## config.mk

```make
export PLATFORM = sky130hd
export DESIGN_NAME = spq_port
export DESIGN_NICKNAME = d
export VERILOG_FILES = /design/src/spq_pkg.sv /design/src/spq_port.sv /design/src/spq_fifo.sv /design/src/spq_clkdiv.sv
export SDC_FILE = /design/constraint.sdc
export NUM_CORES = 1
export LEC_CHECK = 0
export BUFFER_PORTS_ARGS = -buffer_cell sky130_fd_sc_hd__buf_4
export CELL_PAD_IN_SITES_DETAIL_PLACEMENT = 0
export CELL_PAD_IN_SITES_GLOBAL_PLACEMENT = 1
export CORE_ASPECT_RATIO = 0.75
export CORE_UTILIZATION = 45
export CTS_CLUSTER_SIZE = 10
export DETAILED_ROUTE_END_ITERATION = 12
export GPL_ROUTABILITY_DRIVEN = 0
export HOLD_SLACK_MARGIN = 0.08
export PLACE_DENSITY = 0.84
export RECOVER_POWER = 100
export REMOVE_ABC_BUFFERS = 1
export SYNTH_ARGS = -nofsm -noshare
export SYNTH_HDL_FRONTEND = slang
export SYNTH_SLANG_ARGS = --single-unit
```

## constraint.sdc

```tcl
create_clock -name aclk -period 4 [get_ports aclk]
set_input_delay 0.8 -clock aclk [delete_from_list [all_inputs] [get_ports aclk]]
set_output_delay 0.8 -clock aclk [all_outputs]
set_load 0.1 [all_outputs]
```

## src/spq_pkg.sv

```systemverilog
// shared constants and types of the serial peripheral port
package spq_pkg;
   localparam int unsigned CLK_HZ = 100_000_000;
   localparam int unsigned NUM_SEL = 4;
   localparam int unsigned WORD_W = 16;
   // register byte offsets
   localparam logic [7:0] OFF_CTRL = 8'h00;
   localparam logic [7:0] OFF_MODE = 8'h04;
   localparam logic [7:0] OFF_STATUS = 8'h08;
   localparam logic [7:0] OFF_RXDATA = 8'h0c;
   localparam logic [7:0] OFF_TXDATA = 8'h10;
   localparam logic [7:0] OFF_SEL0 = 8'h20;
   // command register bits
   localparam int unsigned CTRL_ENABLE = 0;
   localparam int unsigned CTRL_DISABLE = 1;
   localparam int unsigned CTRL_SOFT_RESET = 7;
   // mode register fields
   localparam int unsigned MODE_CONTROLLER = 0;
   localparam int unsigned MODE_VARIABLE = 1;
   localparam int unsigned MODE_SEL_LSB = 16;
   // transmit word fields
   localparam int unsigned TX_SEL_LSB = 16;
   localparam int unsigned TX_FINAL = 24;
   // status bits
   localparam int unsigned ST_RX_READY = 0;
   localparam int unsigned ST_TX_SPACE = 1;
   localparam int unsigned ST_DRAINED = 9;
   localparam int unsigned ST_ENABLED = 16;
   localparam int unsigned ST_DMA_HALF = 24;
   // select configuration fields
   localparam int unsigned CFG_IDLE = 0;
   localparam int unsigned CFG_PHINV = 1;
   localparam int unsigned CFG_HOLD = 3;
   localparam int unsigned CFG_BITS_LSB = 4;
   localparam int unsigned CFG_DIV_LSB = 8;
   localparam int unsigned CFG_SCDLY_LSB = 16;
   localparam int unsigned CFG_CTDLY_LSB = 24;
   // reset values and other fixed constants
   localparam logic [31:0] MODE_RST = 32'h0000_0000;
   localparam logic [31:0] CFG_RST = 32'h0000_0100;
   localparam logic [7:0] DIV_ONE = 8'h01;
   localparam logic [3:0] BITS_MIN = 4'h8;
   localparam logic [1:0] RESP_OKAY = 2'b00;
   localparam logic [1:0] RESP_SLVERR = 2'b10;
   typedef enum logic [2:0] {
      ST_IDLE = 3'b000,
      ST_SETUP = 3'b001,
      ST_SHIFT = 3'b010,
      ST_EXTRA = 3'b011,
      ST_GAP = 3'b100
   } spq_state_e;
endpackage

```

## src/spq_port.sv

```systemverilog
// serial peripheral port with register bus, transmit buffer and quirks
// What this block does
// - single soft reset lets clock lead select
// - odd divider above one, idle high, phase 0: extra pulse
// - hold, divider one, idle gap: word repeats
// - fixed hold final flag: select rises drained
// - dma size follows select zero word length
// - divider one, odd length: extra clock pulse
// - target mode ignores the disable command
// - soft reset keeps enable, flags stay low
// - long held idle: switch select without delay
// - slow then divider-one select, idle high, phase 0: extra pulse
// - all selects divider one: no slow-then-fast pulse
`timescale 1ns/1ps
module spq_port import spq_pkg::*; #(
   parameter int unsigned FIFO_DEPTH = 4
) (
   // clock and reset
   input wire logic aclk,
   input wire logic aresetn,
   // axi4-lite write address
   input wire logic awvalid,
   output logic awready,
   input wire logic [7:0] awaddr,
   // axi4-lite write data
   input wire logic wvalid,
   output logic wready,
   input wire logic [31:0] wdata,
   input wire logic [3:0] wstrb,
   // axi4-lite write response
   output logic bvalid,
   input wire logic bready,
   output logic [1:0] bresp,
   // axi4-lite read address
   input wire logic arvalid,
   output logic arready,
   input wire logic [7:0] araddr,
   // axi4-lite read data
   output logic rvalid,
   input wire logic rready,
   output logic [31:0] rdata,
   output logic [1:0] rresp,
   // controller-mode pins
   output logic serial_clock_pin,
   output logic mosi_o,
   input wire logic miso_i,
   output logic [NUM_SEL-1:0] peripheral_select_lines_n,
   // target-mode pins
   input wire logic tgt_sclk_i,
   input wire logic tgt_sel_n_i,
   input wire logic tgt_mosi_i,
   // dma channel handshake
   output logic dma_tx_req,
   output logic dma_half
);
   if (FIFO_DEPTH != 4) begin : g_bad
      $error("spq_port: buffer depth must be 4");
   end
   localparam logic [NUM_SEL-1:0] SEL_ONE = 4'h1;
   localparam logic [NUM_SEL-1:0] SEL_NONE = 4'hf;

   logic awready_r, wready_r, bvalid_r, arready_r, rvalid_r;
   logic aw_hold_r, w_hold_r;
   logic [7:0] awaddr_r;
   logic [31:0] wdata_r, rdata_r;
   logic [3:0] wstrb_r;
   logic [1:0] bresp_r, rresp_r;
   logic enable_r, armed_r, half_reset_r, last_soft_reset_command_r;
   logic [31:0] mode_r;
   logic [31:0] sel_cfg_r [NUM_SEL];
   logic [NUM_SEL-1:0] div_one;
   logic [WORD_W-1:0] rx_data_r;
   logic rx_ready_r;
   spq_state_e state_r;
   logic sclk_r, mosi_r, final_r, dup_r, xpulse_r;
   logic [NUM_SEL-1:0] sel_n_r;
   logic [WORD_W-1:0] shift_r, rxsh_r, trx_r;
   logic [5:0] edge_cnt_r;
   logic [1:0] cur_sel_r;
   logic [7:0] cur_div_r, last_div_r, cur_scdly_r, cur_ctdly_r, dly_cnt_r;
   logic cur_idle_r, cur_phinv_r, cur_hold_r;
   logic [3:0] cur_bits_r;
   logic [8:0] idle_cnt_r;
   logic tgt_sclk_prev_r;
   logic [4:0] tgt_cnt_r;
   logic dma_tx_req_r, dma_half_r;

   logic wr_go, wr_fire, is_tx, wr_map, soft_reset_command_p;
   logic fifo_in_ready, fifo_out_valid, fifo_pop;
   logic [31:0] fifo_word;
   logic run, tick, load, r04_hit, held, same_sel, idle_over;
   logic frame_end, tgt_done, tx_space, drained;
   logic [1:0] new_sel;
   logic [31:0] new_cfg;
   logic [4:0] nbits;
   logic [WORD_W-1:0] rx_word;
   logic [31:0] rd_data;
   logic rd_map;

   function automatic logic [31:0] merge(input logic [31:0] old,
                                         input logic [31:0] nw,
                                         input logic [3:0] be);
      logic [31:0] res;
      res = old;
      for (int i = 0; i < 4; i++) begin
         if (be[i]) res[8*i +: 8] = nw[8*i +: 8];
      end
      return res;
   endfunction

   // ---------------- register bus ----------------
   assign is_tx = (awaddr_r == OFF_TXDATA);
   assign wr_map = (awaddr_r == OFF_CTRL) || (awaddr_r == OFF_MODE) ||
      is_tx || (awaddr_r == OFF_STATUS) || (awaddr_r == OFF_RXDATA) ||
      (awaddr_r[7:4] == OFF_SEL0[7:4] && awaddr_r[1:0] == 2'b00);
   assign wr_go = aw_hold_r && w_hold_r && !bvalid_r;
   // a transmit word waits while the buffer is full
   assign wr_fire = wr_go && (!is_tx || fifo_in_ready);
   // taken from wr_go so the buffer flush does not loop back to itself
   assign soft_reset_command_p = wr_go && awaddr_r == OFF_CTRL &&
      wstrb_r[0] && wdata_r[CTRL_SOFT_RESET];

   always_ff @(posedge aclk) begin
      if (!aresetn) begin
         awready_r <= 1'b1;
         wready_r <= 1'b1;
         aw_hold_r <= 1'b0;
         w_hold_r <= 1'b0;
         bvalid_r <= 1'b0;
         bresp_r <= RESP_OKAY;
         awaddr_r <= 8'h00;
         wdata_r <= 32'h0000_0000;
         wstrb_r <= 4'h0;
      end else begin
         if (awvalid && awready_r) begin
            aw_hold_r <= 1'b1;
            awready_r <= 1'b0;
            awaddr_r <= awaddr;
         end
         if (wvalid && wready_r) begin
            w_hold_r <= 1'b1;
            wready_r <= 1'b0;
            wdata_r <= wdata;
            wstrb_r <= wstrb;
         end
         if (wr_fire) begin
            aw_hold_r <= 1'b0;
            w_hold_r <= 1'b0;
            bvalid_r <= 1'b1;
            bresp_r <= wr_map ? RESP_OKAY : RESP_SLVERR;
         end
         if (bvalid_r && bready) begin
            bvalid_r <= 1'b0;
            awready_r <= 1'b1;
            wready_r <= 1'b1;
         end
      end
   end

   always_comb begin
      rd_data = 32'h0000_0000;
      rd_map = 1'b1;
      if (araddr == OFF_CTRL || araddr == OFF_TXDATA) begin
         rd_data = 32'h0000_0000;
      end else if (araddr == OFF_MODE) begin
         rd_data = mode_r;
      end else if (araddr == OFF_STATUS) begin
         rd_data[ST_RX_READY] = rx_ready_r;
         rd_data[ST_TX_SPACE] = tx_space;
         rd_data[ST_DRAINED] = drained;
         rd_data[ST_ENABLED] = enable_r;
         rd_data[ST_DMA_HALF] = dma_half_r;
      end else if (araddr == OFF_RXDATA) begin
         rd_data = {16'h0000, rx_data_r};
      end else if (araddr[7:4] == OFF_SEL0[7:4] && araddr[1:0] == 2'b00) begin
         rd_data = sel_cfg_r[araddr[3:2]];
      end else begin
         rd_map = 1'b0;
      end
   end

   always_ff @(posedge aclk) begin
      if (!aresetn) begin
         arready_r <= 1'b1;
         rvalid_r <= 1'b0;
         rdata_r <= 32'h0000_0000;
         rresp_r <= RESP_OKAY;
      end else if (arvalid && arready_r) begin
         arready_r <= 1'b0;
         rvalid_r <= 1'b1;
         rdata_r <= rd_data;
         rresp_r <= rd_map ? RESP_OKAY : RESP_SLVERR;
      end else if (rvalid_r && rready) begin
         rvalid_r <= 1'b0;
         arready_r <= 1'b1;
      end
   end

   // ---------------- control and configuration ----------------
   always_ff @(posedge aclk) begin
      if (!aresetn) begin
         enable_r <= 1'b0;
         armed_r <= 1'b0;
         half_reset_r <= 1'b0;
         last_soft_reset_command_r <= 1'b0;
      end else if (wr_fire) begin
         last_soft_reset_command_r <= soft_reset_command_p;
         if (soft_reset_command_p) begin
            half_reset_r <= !last_soft_reset_command_r;
            armed_r <= 1'b0;
         end else if (awaddr_r == OFF_CTRL && wstrb_r[0]) begin
            if (wdata_r[CTRL_DISABLE] && mode_r[MODE_CONTROLLER]) begin
               enable_r <= 1'b0;
               armed_r <= 1'b0;
            end else if (wdata_r[CTRL_ENABLE] && !enable_r) begin
               enable_r <= 1'b1;
               armed_r <= 1'b1;
            end
         end
      end
   end

   always_ff @(posedge aclk) begin
      if (!aresetn || soft_reset_command_p) begin
         mode_r <= MODE_RST;
      end else if (wr_fire && awaddr_r == OFF_MODE) begin
         mode_r <= merge(mode_r, wdata_r, wstrb_r);
      end
   end

   for (genvar g = 0; g < NUM_SEL; g++) begin : g_sel
      assign div_one[g] = sel_cfg_r[g][CFG_DIV_LSB +: 8] == DIV_ONE;
      always_ff @(posedge aclk) begin
         if (!aresetn || soft_reset_command_p) begin
            sel_cfg_r[g] <= CFG_RST;
         end else if (wr_fire && awaddr_r[7:4] == OFF_SEL0[7:4] &&
                      awaddr_r[3:2] == 2'(g)) begin
            sel_cfg_r[g] <= merge(sel_cfg_r[g], wdata_r, wstrb_r);
         end
      end
   end

   // ---------------- transmit buffer ----------------
   spq_fifo #(.WIDTH(32), .DEPTH(FIFO_DEPTH)) u_fifo (
      .aclk(aclk),
      .aresetn(aresetn),
      .flush(soft_reset_command_p),
      .in_valid(wr_go && is_tx),
      .in_ready(fifo_in_ready),
      .in_data(wdata_r),
      .out_valid(fifo_out_valid),
      .out_ready(fifo_pop),
      .out_data(fifo_word)
   );

   spq_clkdiv #(.DIV_W(8)) u_div (
      .aclk(aclk),
      .aresetn(aresetn),
      .run(state_r == ST_SHIFT || state_r == ST_EXTRA),
      .div(cur_div_r),
      .tick(tick)
   );

   // ---------------- controller engine ----------------
   assign run = enable_r && mode_r[MODE_CONTROLLER];
   assign new_sel = mode_r[MODE_VARIABLE] ?
      fifo_word[TX_SEL_LSB +: 2] : mode_r[MODE_SEL_LSB +: 2];
   assign new_cfg = sel_cfg_r[new_sel];
   assign held = (sel_n_r != SEL_NONE);
   assign same_sel = held && (new_sel == cur_sel_r);
   assign idle_over = idle_cnt_r > ({1'b0, cur_ctdly_r} + {1'b0, cur_scdly_r});
   assign load = run && state_r == ST_IDLE && fifo_out_valid;
   assign r04_hit = !dup_r && new_cfg[CFG_HOLD] && same_sel &&
      new_cfg[CFG_DIV_LSB +: 8] == DIV_ONE && idle_cnt_r != 9'h000;
   assign fifo_pop = load && !r04_hit;
   assign nbits = {1'b0, BITS_MIN} + {1'b0, cur_bits_r};
   assign frame_end = tick && ((state_r == ST_SHIFT && !xpulse_r &&
      edge_cnt_r == {nbits, 1'b0} - 6'h01) ||
      (state_r == ST_EXTRA && edge_cnt_r[0]));
   assign rx_word = (state_r == ST_SHIFT && !cur_phinv_r) ?
      {rxsh_r[WORD_W-2:0], miso_i} : rxsh_r;
   assign drained = armed_r && !fifo_out_valid && state_r == ST_IDLE;
   assign tx_space = armed_r && fifo_in_ready && !dup_r;

   always_ff @(posedge aclk) begin
      if (!aresetn || soft_reset_command_p || !run) begin
         state_r <= ST_IDLE;
         sel_n_r <= SEL_NONE;
         sclk_r <= 1'b0;
         mosi_r <= 1'b0;
         dup_r <= 1'b0;
         final_r <= 1'b0;
         xpulse_r <= 1'b0;
         idle_cnt_r <= 9'h000;
         edge_cnt_r <= 6'h00;
         dly_cnt_r <= 8'h00;
      end else begin
         unique case (state_r)
            ST_IDLE: begin
               sclk_r <= cur_idle_r;
               if (held && idle_cnt_r != 9'h1ff) begin
                  idle_cnt_r <= idle_cnt_r + 1'b1;
               end
               if (final_r && !fifo_out_valid && held) begin
                  sel_n_r <= SEL_NONE;
                  final_r <= 1'b0;
               end
               if (load) begin
                  dup_r <= r04_hit;
                  // park the clock at its new idle level before select
                  sclk_r <= new_cfg[CFG_IDLE];
                  final_r <= fifo_word[TX_FINAL];
                  idle_cnt_r <= 9'h000;
                  edge_cnt_r <= 6'h00;
                  dly_cnt_r <= new_cfg[CFG_SCDLY_LSB +: 8];
                  shift_r <= fifo_word[WORD_W-1:0] <<
                     (4'h8 - new_cfg[CFG_BITS_LSB +: 4]);
                  mosi_r <= new_cfg[CFG_PHINV] &&
                     fifo_word[7 + new_cfg[CFG_BITS_LSB +: 4]];
                  xpulse_r <= (new_cfg[CFG_IDLE] && !new_cfg[CFG_PHINV] &&
                     new_cfg[CFG_DIV_LSB] &&
                     new_cfg[CFG_DIV_LSB +: 8] != DIV_ONE) ||
                     (new_cfg[CFG_DIV_LSB +: 8] == DIV_ONE &&
                     new_cfg[CFG_BITS_LSB]) ||
                     (new_cfg[CFG_IDLE] && !new_cfg[CFG_PHINV] &&
                     new_cfg[CFG_DIV_LSB +: 8] == DIV_ONE &&
                     last_div_r != DIV_ONE && !(&div_one));
                  if (same_sel) begin
                     state_r <= ST_SHIFT;
                  end else if (held && cur_hold_r && idle_over) begin
                     sel_n_r <= ~(SEL_ONE << new_sel);
                     state_r <= ST_SHIFT;
                  end else begin
                     sel_n_r <= SEL_NONE;
                     state_r <= ST_SETUP;
                  end
               end
            end
            ST_SETUP: begin
               if (half_reset_r) sclk_r <= !cur_idle_r;
               if (dly_cnt_r == 8'h00) begin
                  sel_n_r <= ~(SEL_ONE << cur_sel_r);
                  sclk_r <= cur_idle_r;
                  state_r <= ST_SHIFT;
               end else begin
                  dly_cnt_r <= dly_cnt_r - 1'b1;
               end
            end
            ST_SHIFT: begin
               if (tick) begin
                  sclk_r <= !sclk_r;
                  edge_cnt_r <= edge_cnt_r + 1'b1;
                  if (edge_cnt_r[0] == cur_phinv_r) begin
                     mosi_r <= cur_phinv_r ? shift_r[WORD_W-2] :
                        shift_r[WORD_W-1];
                     shift_r <= {shift_r[WORD_W-2:0], 1'b0};
                  end
                  if (edge_cnt_r == {nbits, 1'b0} - 6'h01 && xpulse_r) begin
                     edge_cnt_r <= 6'h00;
                     state_r <= ST_EXTRA;
                  end
               end
            end
            ST_EXTRA: begin
               if (tick) begin
                  sclk_r <= !sclk_r;
                  edge_cnt_r <= edge_cnt_r + 1'b1;
               end
            end
            ST_GAP: begin
               if (dly_cnt_r == 8'h00) begin
                  state_r <= ST_IDLE;
               end else begin
                  dly_cnt_r <= dly_cnt_r - 1'b1;
               end
            end
            default: state_r <= ST_IDLE;
         endcase
         if (frame_end) begin
            state_r <= ST_GAP;
            dly_cnt_r <= cur_ctdly_r;
            if (!cur_hold_r || (final_r && mode_r[MODE_VARIABLE])) begin
               sel_n_r <= SEL_NONE;
               final_r <= 1'b0;
            end
         end
      end
   end

   // received bits and the transfer's latched configuration
   always_ff @(posedge aclk) begin
      if (!aresetn || soft_reset_command_p) begin
         rxsh_r <= '0;
         cur_sel_r <= 2'b00;
         cur_div_r <= DIV_ONE;
         last_div_r <= DIV_ONE;
         cur_scdly_r <= 8'h00;
         cur_ctdly_r <= 8'h00;
         cur_idle_r <= 1'b0;
         cur_phinv_r <= 1'b0;
         cur_hold_r <= 1'b0;
         cur_bits_r <= 4'h0;
      end else if (load) begin
         rxsh_r <= '0;
         cur_sel_r <= new_sel;
         last_div_r <= cur_div_r;
         cur_div_r <= new_cfg[CFG_DIV_LSB +: 8];
         cur_scdly_r <= new_cfg[CFG_SCDLY_LSB +: 8];
         cur_ctdly_r <= new_cfg[CFG_CTDLY_LSB +: 8];
         cur_idle_r <= new_cfg[CFG_IDLE];
         cur_phinv_r <= new_cfg[CFG_PHINV];
         cur_hold_r <= new_cfg[CFG_HOLD];
         cur_bits_r <= new_cfg[CFG_BITS_LSB +: 4];
      end else if (state_r == ST_SHIFT && tick &&
                   edge_cnt_r[0] != cur_phinv_r) begin
         rxsh_r <= {rxsh_r[WORD_W-2:0], miso_i};
      end
   end

   // ---------------- target receiver ----------------
   // a disable command written in target mode never reaches this path
   assign tgt_done = enable_r && !mode_r[MODE_CONTROLLER] && !tgt_sel_n_i &&
      tgt_sclk_i && !tgt_sclk_prev_r &&
      tgt_cnt_r == BITS_MIN + sel_cfg_r[0][CFG_BITS_LSB +: 4] - 1'b1;
   always_ff @(posedge aclk) begin
      if (!aresetn || soft_reset_command_p) begin
         tgt_sclk_prev_r <= 1'b0;
         tgt_cnt_r <= 5'h00;
         trx_r <= '0;
      end else begin
         tgt_sclk_prev_r <= tgt_sclk_i;
         if (tgt_sel_n_i || tgt_done) begin
            tgt_cnt_r <= 5'h00;
         end else if (tgt_sclk_i && !tgt_sclk_prev_r) begin
            tgt_cnt_r <= tgt_cnt_r + 1'b1;
            trx_r <= {trx_r[WORD_W-2:0], tgt_mosi_i};
         end
      end
   end

   // receive data: a new word wins over a clearing read
   always_ff @(posedge aclk) begin
      if (!aresetn || soft_reset_command_p) begin
         rx_data_r <= '0;
         rx_ready_r <= 1'b0;
      end else if (frame_end || tgt_done) begin
         rx_data_r <= frame_end ? rx_word : {trx_r[WORD_W-2:0], tgt_mosi_i};
         rx_ready_r <= 1'b1;
      end else if (arvalid && arready_r && araddr == OFF_RXDATA) begin
         rx_ready_r <= 1'b0;
      end
   end

   always_ff @(posedge aclk) begin
      if (!aresetn) begin
         dma_tx_req_r <= 1'b0;
         dma_half_r <= 1'b0;
      end else begin
         dma_tx_req_r <= tx_space;
         dma_half_r <= sel_cfg_r[0][CFG_BITS_LSB +: 4] != 4'h0;
      end
   end

   assign awready = awready_r;
   assign wready = wready_r;
   assign bvalid = bvalid_r;
   assign bresp = bresp_r;
   assign arready = arready_r;
   assign rvalid = rvalid_r;
   assign rdata = rdata_r;
   assign rresp = rresp_r;
   assign serial_clock_pin = sclk_r;
   assign mosi_o = mosi_r;
   assign peripheral_select_lines_n = sel_n_r;
   assign dma_tx_req = dma_tx_req_r;
   assign dma_half = dma_half_r;
endmodule

```

## src/spq_fifo.sv

```systemverilog
// small first-in first-out buffer with valid/ready on both sides
`timescale 1ns/1ps
module spq_fifo #(
   parameter int unsigned WIDTH = 32,
   parameter int unsigned DEPTH = 4
) (
   // clock and reset
   input wire logic aclk,
   input wire logic aresetn,
   input wire logic flush,
   // fill side
   input wire logic in_valid,
   output logic in_ready,
   input wire logic [WIDTH-1:0] in_data,
   // drain side
   output logic out_valid,
   input wire logic out_ready,
   output logic [WIDTH-1:0] out_data
);
   localparam int unsigned AW = (DEPTH > 1) ? $clog2(DEPTH) : 1;
   if (DEPTH < 2 || (DEPTH & (DEPTH - 1)) != 0 || WIDTH < 1) begin : g_bad
      $error("spq_fifo: depth must be a power of two of at least 2");
   end
   logic [WIDTH-1:0] mem [DEPTH];
   logic [AW-1:0] wr_ptr_r, rd_ptr_r;
   logic [AW:0] count_r;
   logic push, pop;
   assign in_ready = (count_r != (AW+1)'(DEPTH)) && !flush;
   assign out_valid = (count_r != '0) && !flush;
   assign out_data = mem[rd_ptr_r];
   assign push = in_valid && in_ready;
   assign pop = out_valid && out_ready;
   always_ff @(posedge aclk) begin
      if (push) begin
         mem[wr_ptr_r] <= in_data;
      end
   end
   always_ff @(posedge aclk) begin
      if (!aresetn || flush) begin
         wr_ptr_r <= '0;
         rd_ptr_r <= '0;
         count_r <= '0;
      end else begin
         if (push) wr_ptr_r <= wr_ptr_r + 1'b1;
         if (pop) rd_ptr_r <= rd_ptr_r + 1'b1;
         count_r <= count_r + (AW+1)'(push) - (AW+1)'(pop);
      end
   end
endmodule

```

## src/spq_clkdiv.sv

```systemverilog
// serial clock divider producing one-cycle edge enables
`timescale 1ns/1ps
module spq_clkdiv #(
   parameter int unsigned DIV_W = 8
) (
   // clock and reset
   input wire logic aclk,
   input wire logic aresetn,
   // control
   input wire logic run,
   input wire logic [DIV_W-1:0] div,
   // one pulse per serial clock edge
   output logic tick
);
   if (DIV_W < 1) begin : g_bad
      $error("spq_clkdiv: width must be at least 1");
   end
   logic [DIV_W-1:0] cnt_r;
   logic [DIV_W-1:0] last;
   // a divider of zero behaves as one
   assign last = (div == '0) ? '0 : div - 1'b1;
   assign tick = run && (cnt_r == last);
   always_ff @(posedge aclk) begin
      if (!aresetn || !run || tick) begin
         cnt_r <= '0;
      end else begin
         cnt_r <= cnt_r + 1'b1;
      end
   end
endmodule

```

==> summary.md <==
| Metric | Value |
|---|---|
| Aggregate negative setup slack | 0 ns |
| Clock sink count | roughly 530 |
| Count of hold buffers inserted by post-cts repair | 0 |
| Yosys cell types | 75 |
| Place WS | -0.05894 ns |
| Combinational share of power | between 4 and 5% |
| Largest net degree at the start of global routing | 86 |
| Outcome | finished, violations left |
| DRC Markers | 0 |
| Arrival time at the worst endpoint | between 4 and 5 ns |
| Starting DRT DRC Count | between 1500 and 2000 |
| Part of the total power dissipated in sequential elements | between 50% and 60% |
| Area added between synthesis and finish | 14.14% |
| Routing usage on met3 | 5.697% |
| Initial antenna violation count | 1 |
| Start point of the critical path | u_fifo.mem[3][16] |
| Fraction of final layout cells with drive strength greater than 1 | about 13% |
| Cell area after layout | approximately 28000 sq um |
| Placed cell count | around 3100 |
| Horizontal die dimension | between 200 and 300 um |
| Mean number of vias per cell | between 5 and 6 |
| Final setup violation count | 0 |
| Buffer depth of the longest clock path | 3 |
| Clock transition at the registers of the reported paths | ~0.060 ns |
| Violated checks | max-capacitance violations, max-slew violations |
| Pins Over Slew Limit | 86 |
| Met2 demand-to-capacity share in global routing | between 30% and 40% |
| Relative contribution of the clock network to total power | roughly 44% |
| Total global-route track usage | between 20% and 30% |
| Cell area after technology mapping | about 25000 sq um |
| Hold wc startpoint | tgt_sclk_i |
| Most frequent standard cell in the layout excluding fill and tap cells | nand2_1 |
| Final setup margin | between 0.1 and 0.15 ns |
| Yosys warns | 0 |
| Number of buffer cells added on primary ports | ~110 |
| Die Area | about 56000 sq um |
| Post-route minimum period | between 3 and 4 ns |
| Cell depth of the worst flop-to-flop path | 17 |
| Antenna viol nets, final | 0 |
| Kind of critical path | flip-flop to flip-flop |
| Highest-utilization routing layer at the global route stage | met2 |
| Main flop type after synthesis | dfxtp_1 |
| Required time at the endpoint of the critical path | about 4.5 ns |
| TritonCTS clock tree | yes |
| Timing-limited maximum frequency | about 260 MHz |
| Core Rows | 73 |
| Inserted Clock Buffers | between 50 and 60 |
| Overall power consumption | 11.37 mW |
| Fin nets | between 2000 and 3000 |
| Io pins | 112 |
| Total iterations of the first detailed-routing run | 5 |
| Synth async-reset ratio | 0% |
| Routed wire length per instance | ~22 um |
| Slew at the pin closest to its max-slew limit | around 2.2 ns |
| Diodes inserted | 0 |
| Post-route clock period utilization | a little under 100% |
| Post-synthesis instance total | around 2400 |
| Total core area | between 50000 and 60000 sq um |
| Switch share | 23.21% |
| Drt total wl | between 60000 and 70000 um |
| Count of final hold-check violations | 0 |
| Via count of the routed design | between 15000 and 20000 |
| GRT overflow | 0 |
| Final core occ | a little over half |
| Rel. slew slack | -46.55% |
| Startpoint of the most critical register-to-register path | u_fifo.mem[3][16] |
| HP Class | input pin to flip-flop |
| Number of cells in the finished layout apart from fillers | between 3000 and 4000 |
| Clock network latency to the later pin of the worst-skew pair | about 0.64 ns |
| Root cell of the clock tree | clkbuf_16 |
| Count of flip-flops with a built-in enable after synthesis | between 200 and 300 |
| Sum of net half-perimeters after detailed placement | between 40000 and 50000 um |
| Leak | slightly above 10 nW |
| Worst hold margin | 0.3904 ns |
| Chip height | between 200 and 250 um |
| Critical path capture point type | flip-flop |
| Initial Util | a little under half |
| Number of instances on the worst hold path | 2 |
| Max-cap check violation count | 1 |
| Startpoint types | flip-flop |
| Number of global-route vias before repair | roughly 18000 |
| Top library cells by usage in the layout, fill and taps aside | 355 x nand2_1, 269 x dfxtp_1, 256 x edfxtp_1 |
| Setup repair after global routing missed its margin | false |
| Maximum vdd drop | between 400 and 500 uV |
| Mapped Avg Cell Area | around 11 sq um |
| Wire length of the first global-routing pass | around 110000 um |
| Crit Path Max Fanout | 5 |
| Share of the yosys chip area belonging to registers | 52.99% |
| Ratio of total power to cell area | about 400 nW/um^2 |
| Post-Route Skew | 0.03028 ns |
| Post-synthesis sequential element count | between 500 and 600 |
| Met1 Track Usage GR | between 30% and 40% |
| Internal | between 8 and 9 mW |
| Placed cell area | about 27000 sq um |
| Net switching power figure | 2.640 mW |
| Total number of H-tree levels | 2 |
## per-layer routing
layer / routed length, um / up-vias
li1: - / 8640
met1: 31240 / 9165
met2: 30610 / 794
met3: 6366 / 115
met4: 1666 / 0
met5: 0 / -
## final cells by class
class | instances | area (sq um)
multi-input cells | 1637 | 10980
clock buffers | 102 | 1669
flip-flops and latches | 526 | 13100
clock inverters | 4 | 61.31
well taps | 712 | 890.9
repair buffers | 200 | 1333
fillers | 4650 | 25420
inverters | 44 | 166.4
## critical path: stages (launching register included)
cell	delay, ns
edfxtp_1	0.39
mux4_2	0.61
a21o_4	0.32
mux2i_2	0.20
mux2i_1	0.14
nor4b_2	0.27
buf_4	0.15
nand2_2	0.07
o21ai_2	0.17
inv_2	0.05
ha_1	0.28
inv_1	0.07
ha_1	0.16
inv_1	0.07
fa_2	0.41
xor2_2	0.16
xnor2_1	0.16
nor2_1	0.05
## final timing paths
path                                to  slack [ns]
max                  u_fifo.count_r[2]        0.12
min                    tgt_sclk_prev_r        0.39
max reg2reg          u_fifo.count_r[2]        0.12
min reg2reg  last_soft_reset_command_r        0.45
## repair_timing
item,4_1_cts,5_1_grt
setup buffers,0,7
resized for setup,1,21
setup endpoints to repair,1,2
cloned,0,2
pin swaps,1,7
## logic make-up after synthesis
family                   count (synthesis)  synth area share [%]
AND/OR/NAND/NOR                        903                 17.16
flip-flops                             526                 52.99
adder cells (fa/ha/maj)                 37                 1.935
XOR/XNOR                                51                 1.869
buffers and inverters                  190                 3.216
other                                    1               0.01518
AO/OA/AOI/OAI                          413                 10.11
multiplexers                           229                 12.70
## power groups by stage
stage / Combinational, mW / Sequential [mW] / Clock (mW)
2_1_floorplan: 0.285 / 5.94 / 0
3_3_place_gp: 0.548 / 5.94 / 0
3_5_place_dp: 0.556 / 5.95 / 0
4_1_cts: 0.559 / 5.84 / 5.06
5_1_grt: 0.598 / 5.85 / 5.29
6_report: 0.555 / 5.84 / 4.98
## cells in the mapped netlist, types with 3 or more instances
cell type  number  area [sq um]
nor4_1         17         106.4
nand4_1        13         81.33
nor2_1        212         795.8
nand2_1       358          1344
and3_1         32         200.2
a2bb2oi_1       3         26.28
mux4_2         65          1464
clkbuf_1      112         420.4
nor4b_1         4         35.03
o211ai_1       10         75.07
buf_1          11         41.29
a211oi_1       28         210.2
ha_1           35         437.9
mux2i_1       141          1411
o21a_1         16         120.1
or4_1           3         22.52
a311oi_1        9         78.83
a21oi_1       203          1016
buf_2          10         50.05
o31ai_1         4         30.03
nor3b_1         7         52.55
nor2b_1         8         50.05
and2_1        140         875.8
dfxtp_1       270          5405
nand3_1        40         200.2
nor3_1         21         105.1
a21o_1          6         45.04
nand2b_1       13         81.33
o21ai_0        48         240.2
nand3b_1       10         75.07
a21boi_0        4         30.03
or3_1          10         62.56
edfxtp_1      256          7687
xnor2_1        22         192.7
inv_1          43         161.4
or2_2           3         18.77
buf_4           7         52.55
xor2_1         27         236.5
mux2_2         22         247.7
a31oi_1        19         118.9
buf_6           4         45.04
a22oi_1        38         285.3
## state kept, by name, indices dropped and copies added, names as in the netlist, 16 cells and up, named ones only
name,cells
rxsh_r,16
sel_cfg_r,128
mode_r,32
u_fifo.mem,112
shift_r,16
rx_data_r,16
wdata_r,32
rdata,32
(Power assumes the default switching activity.)
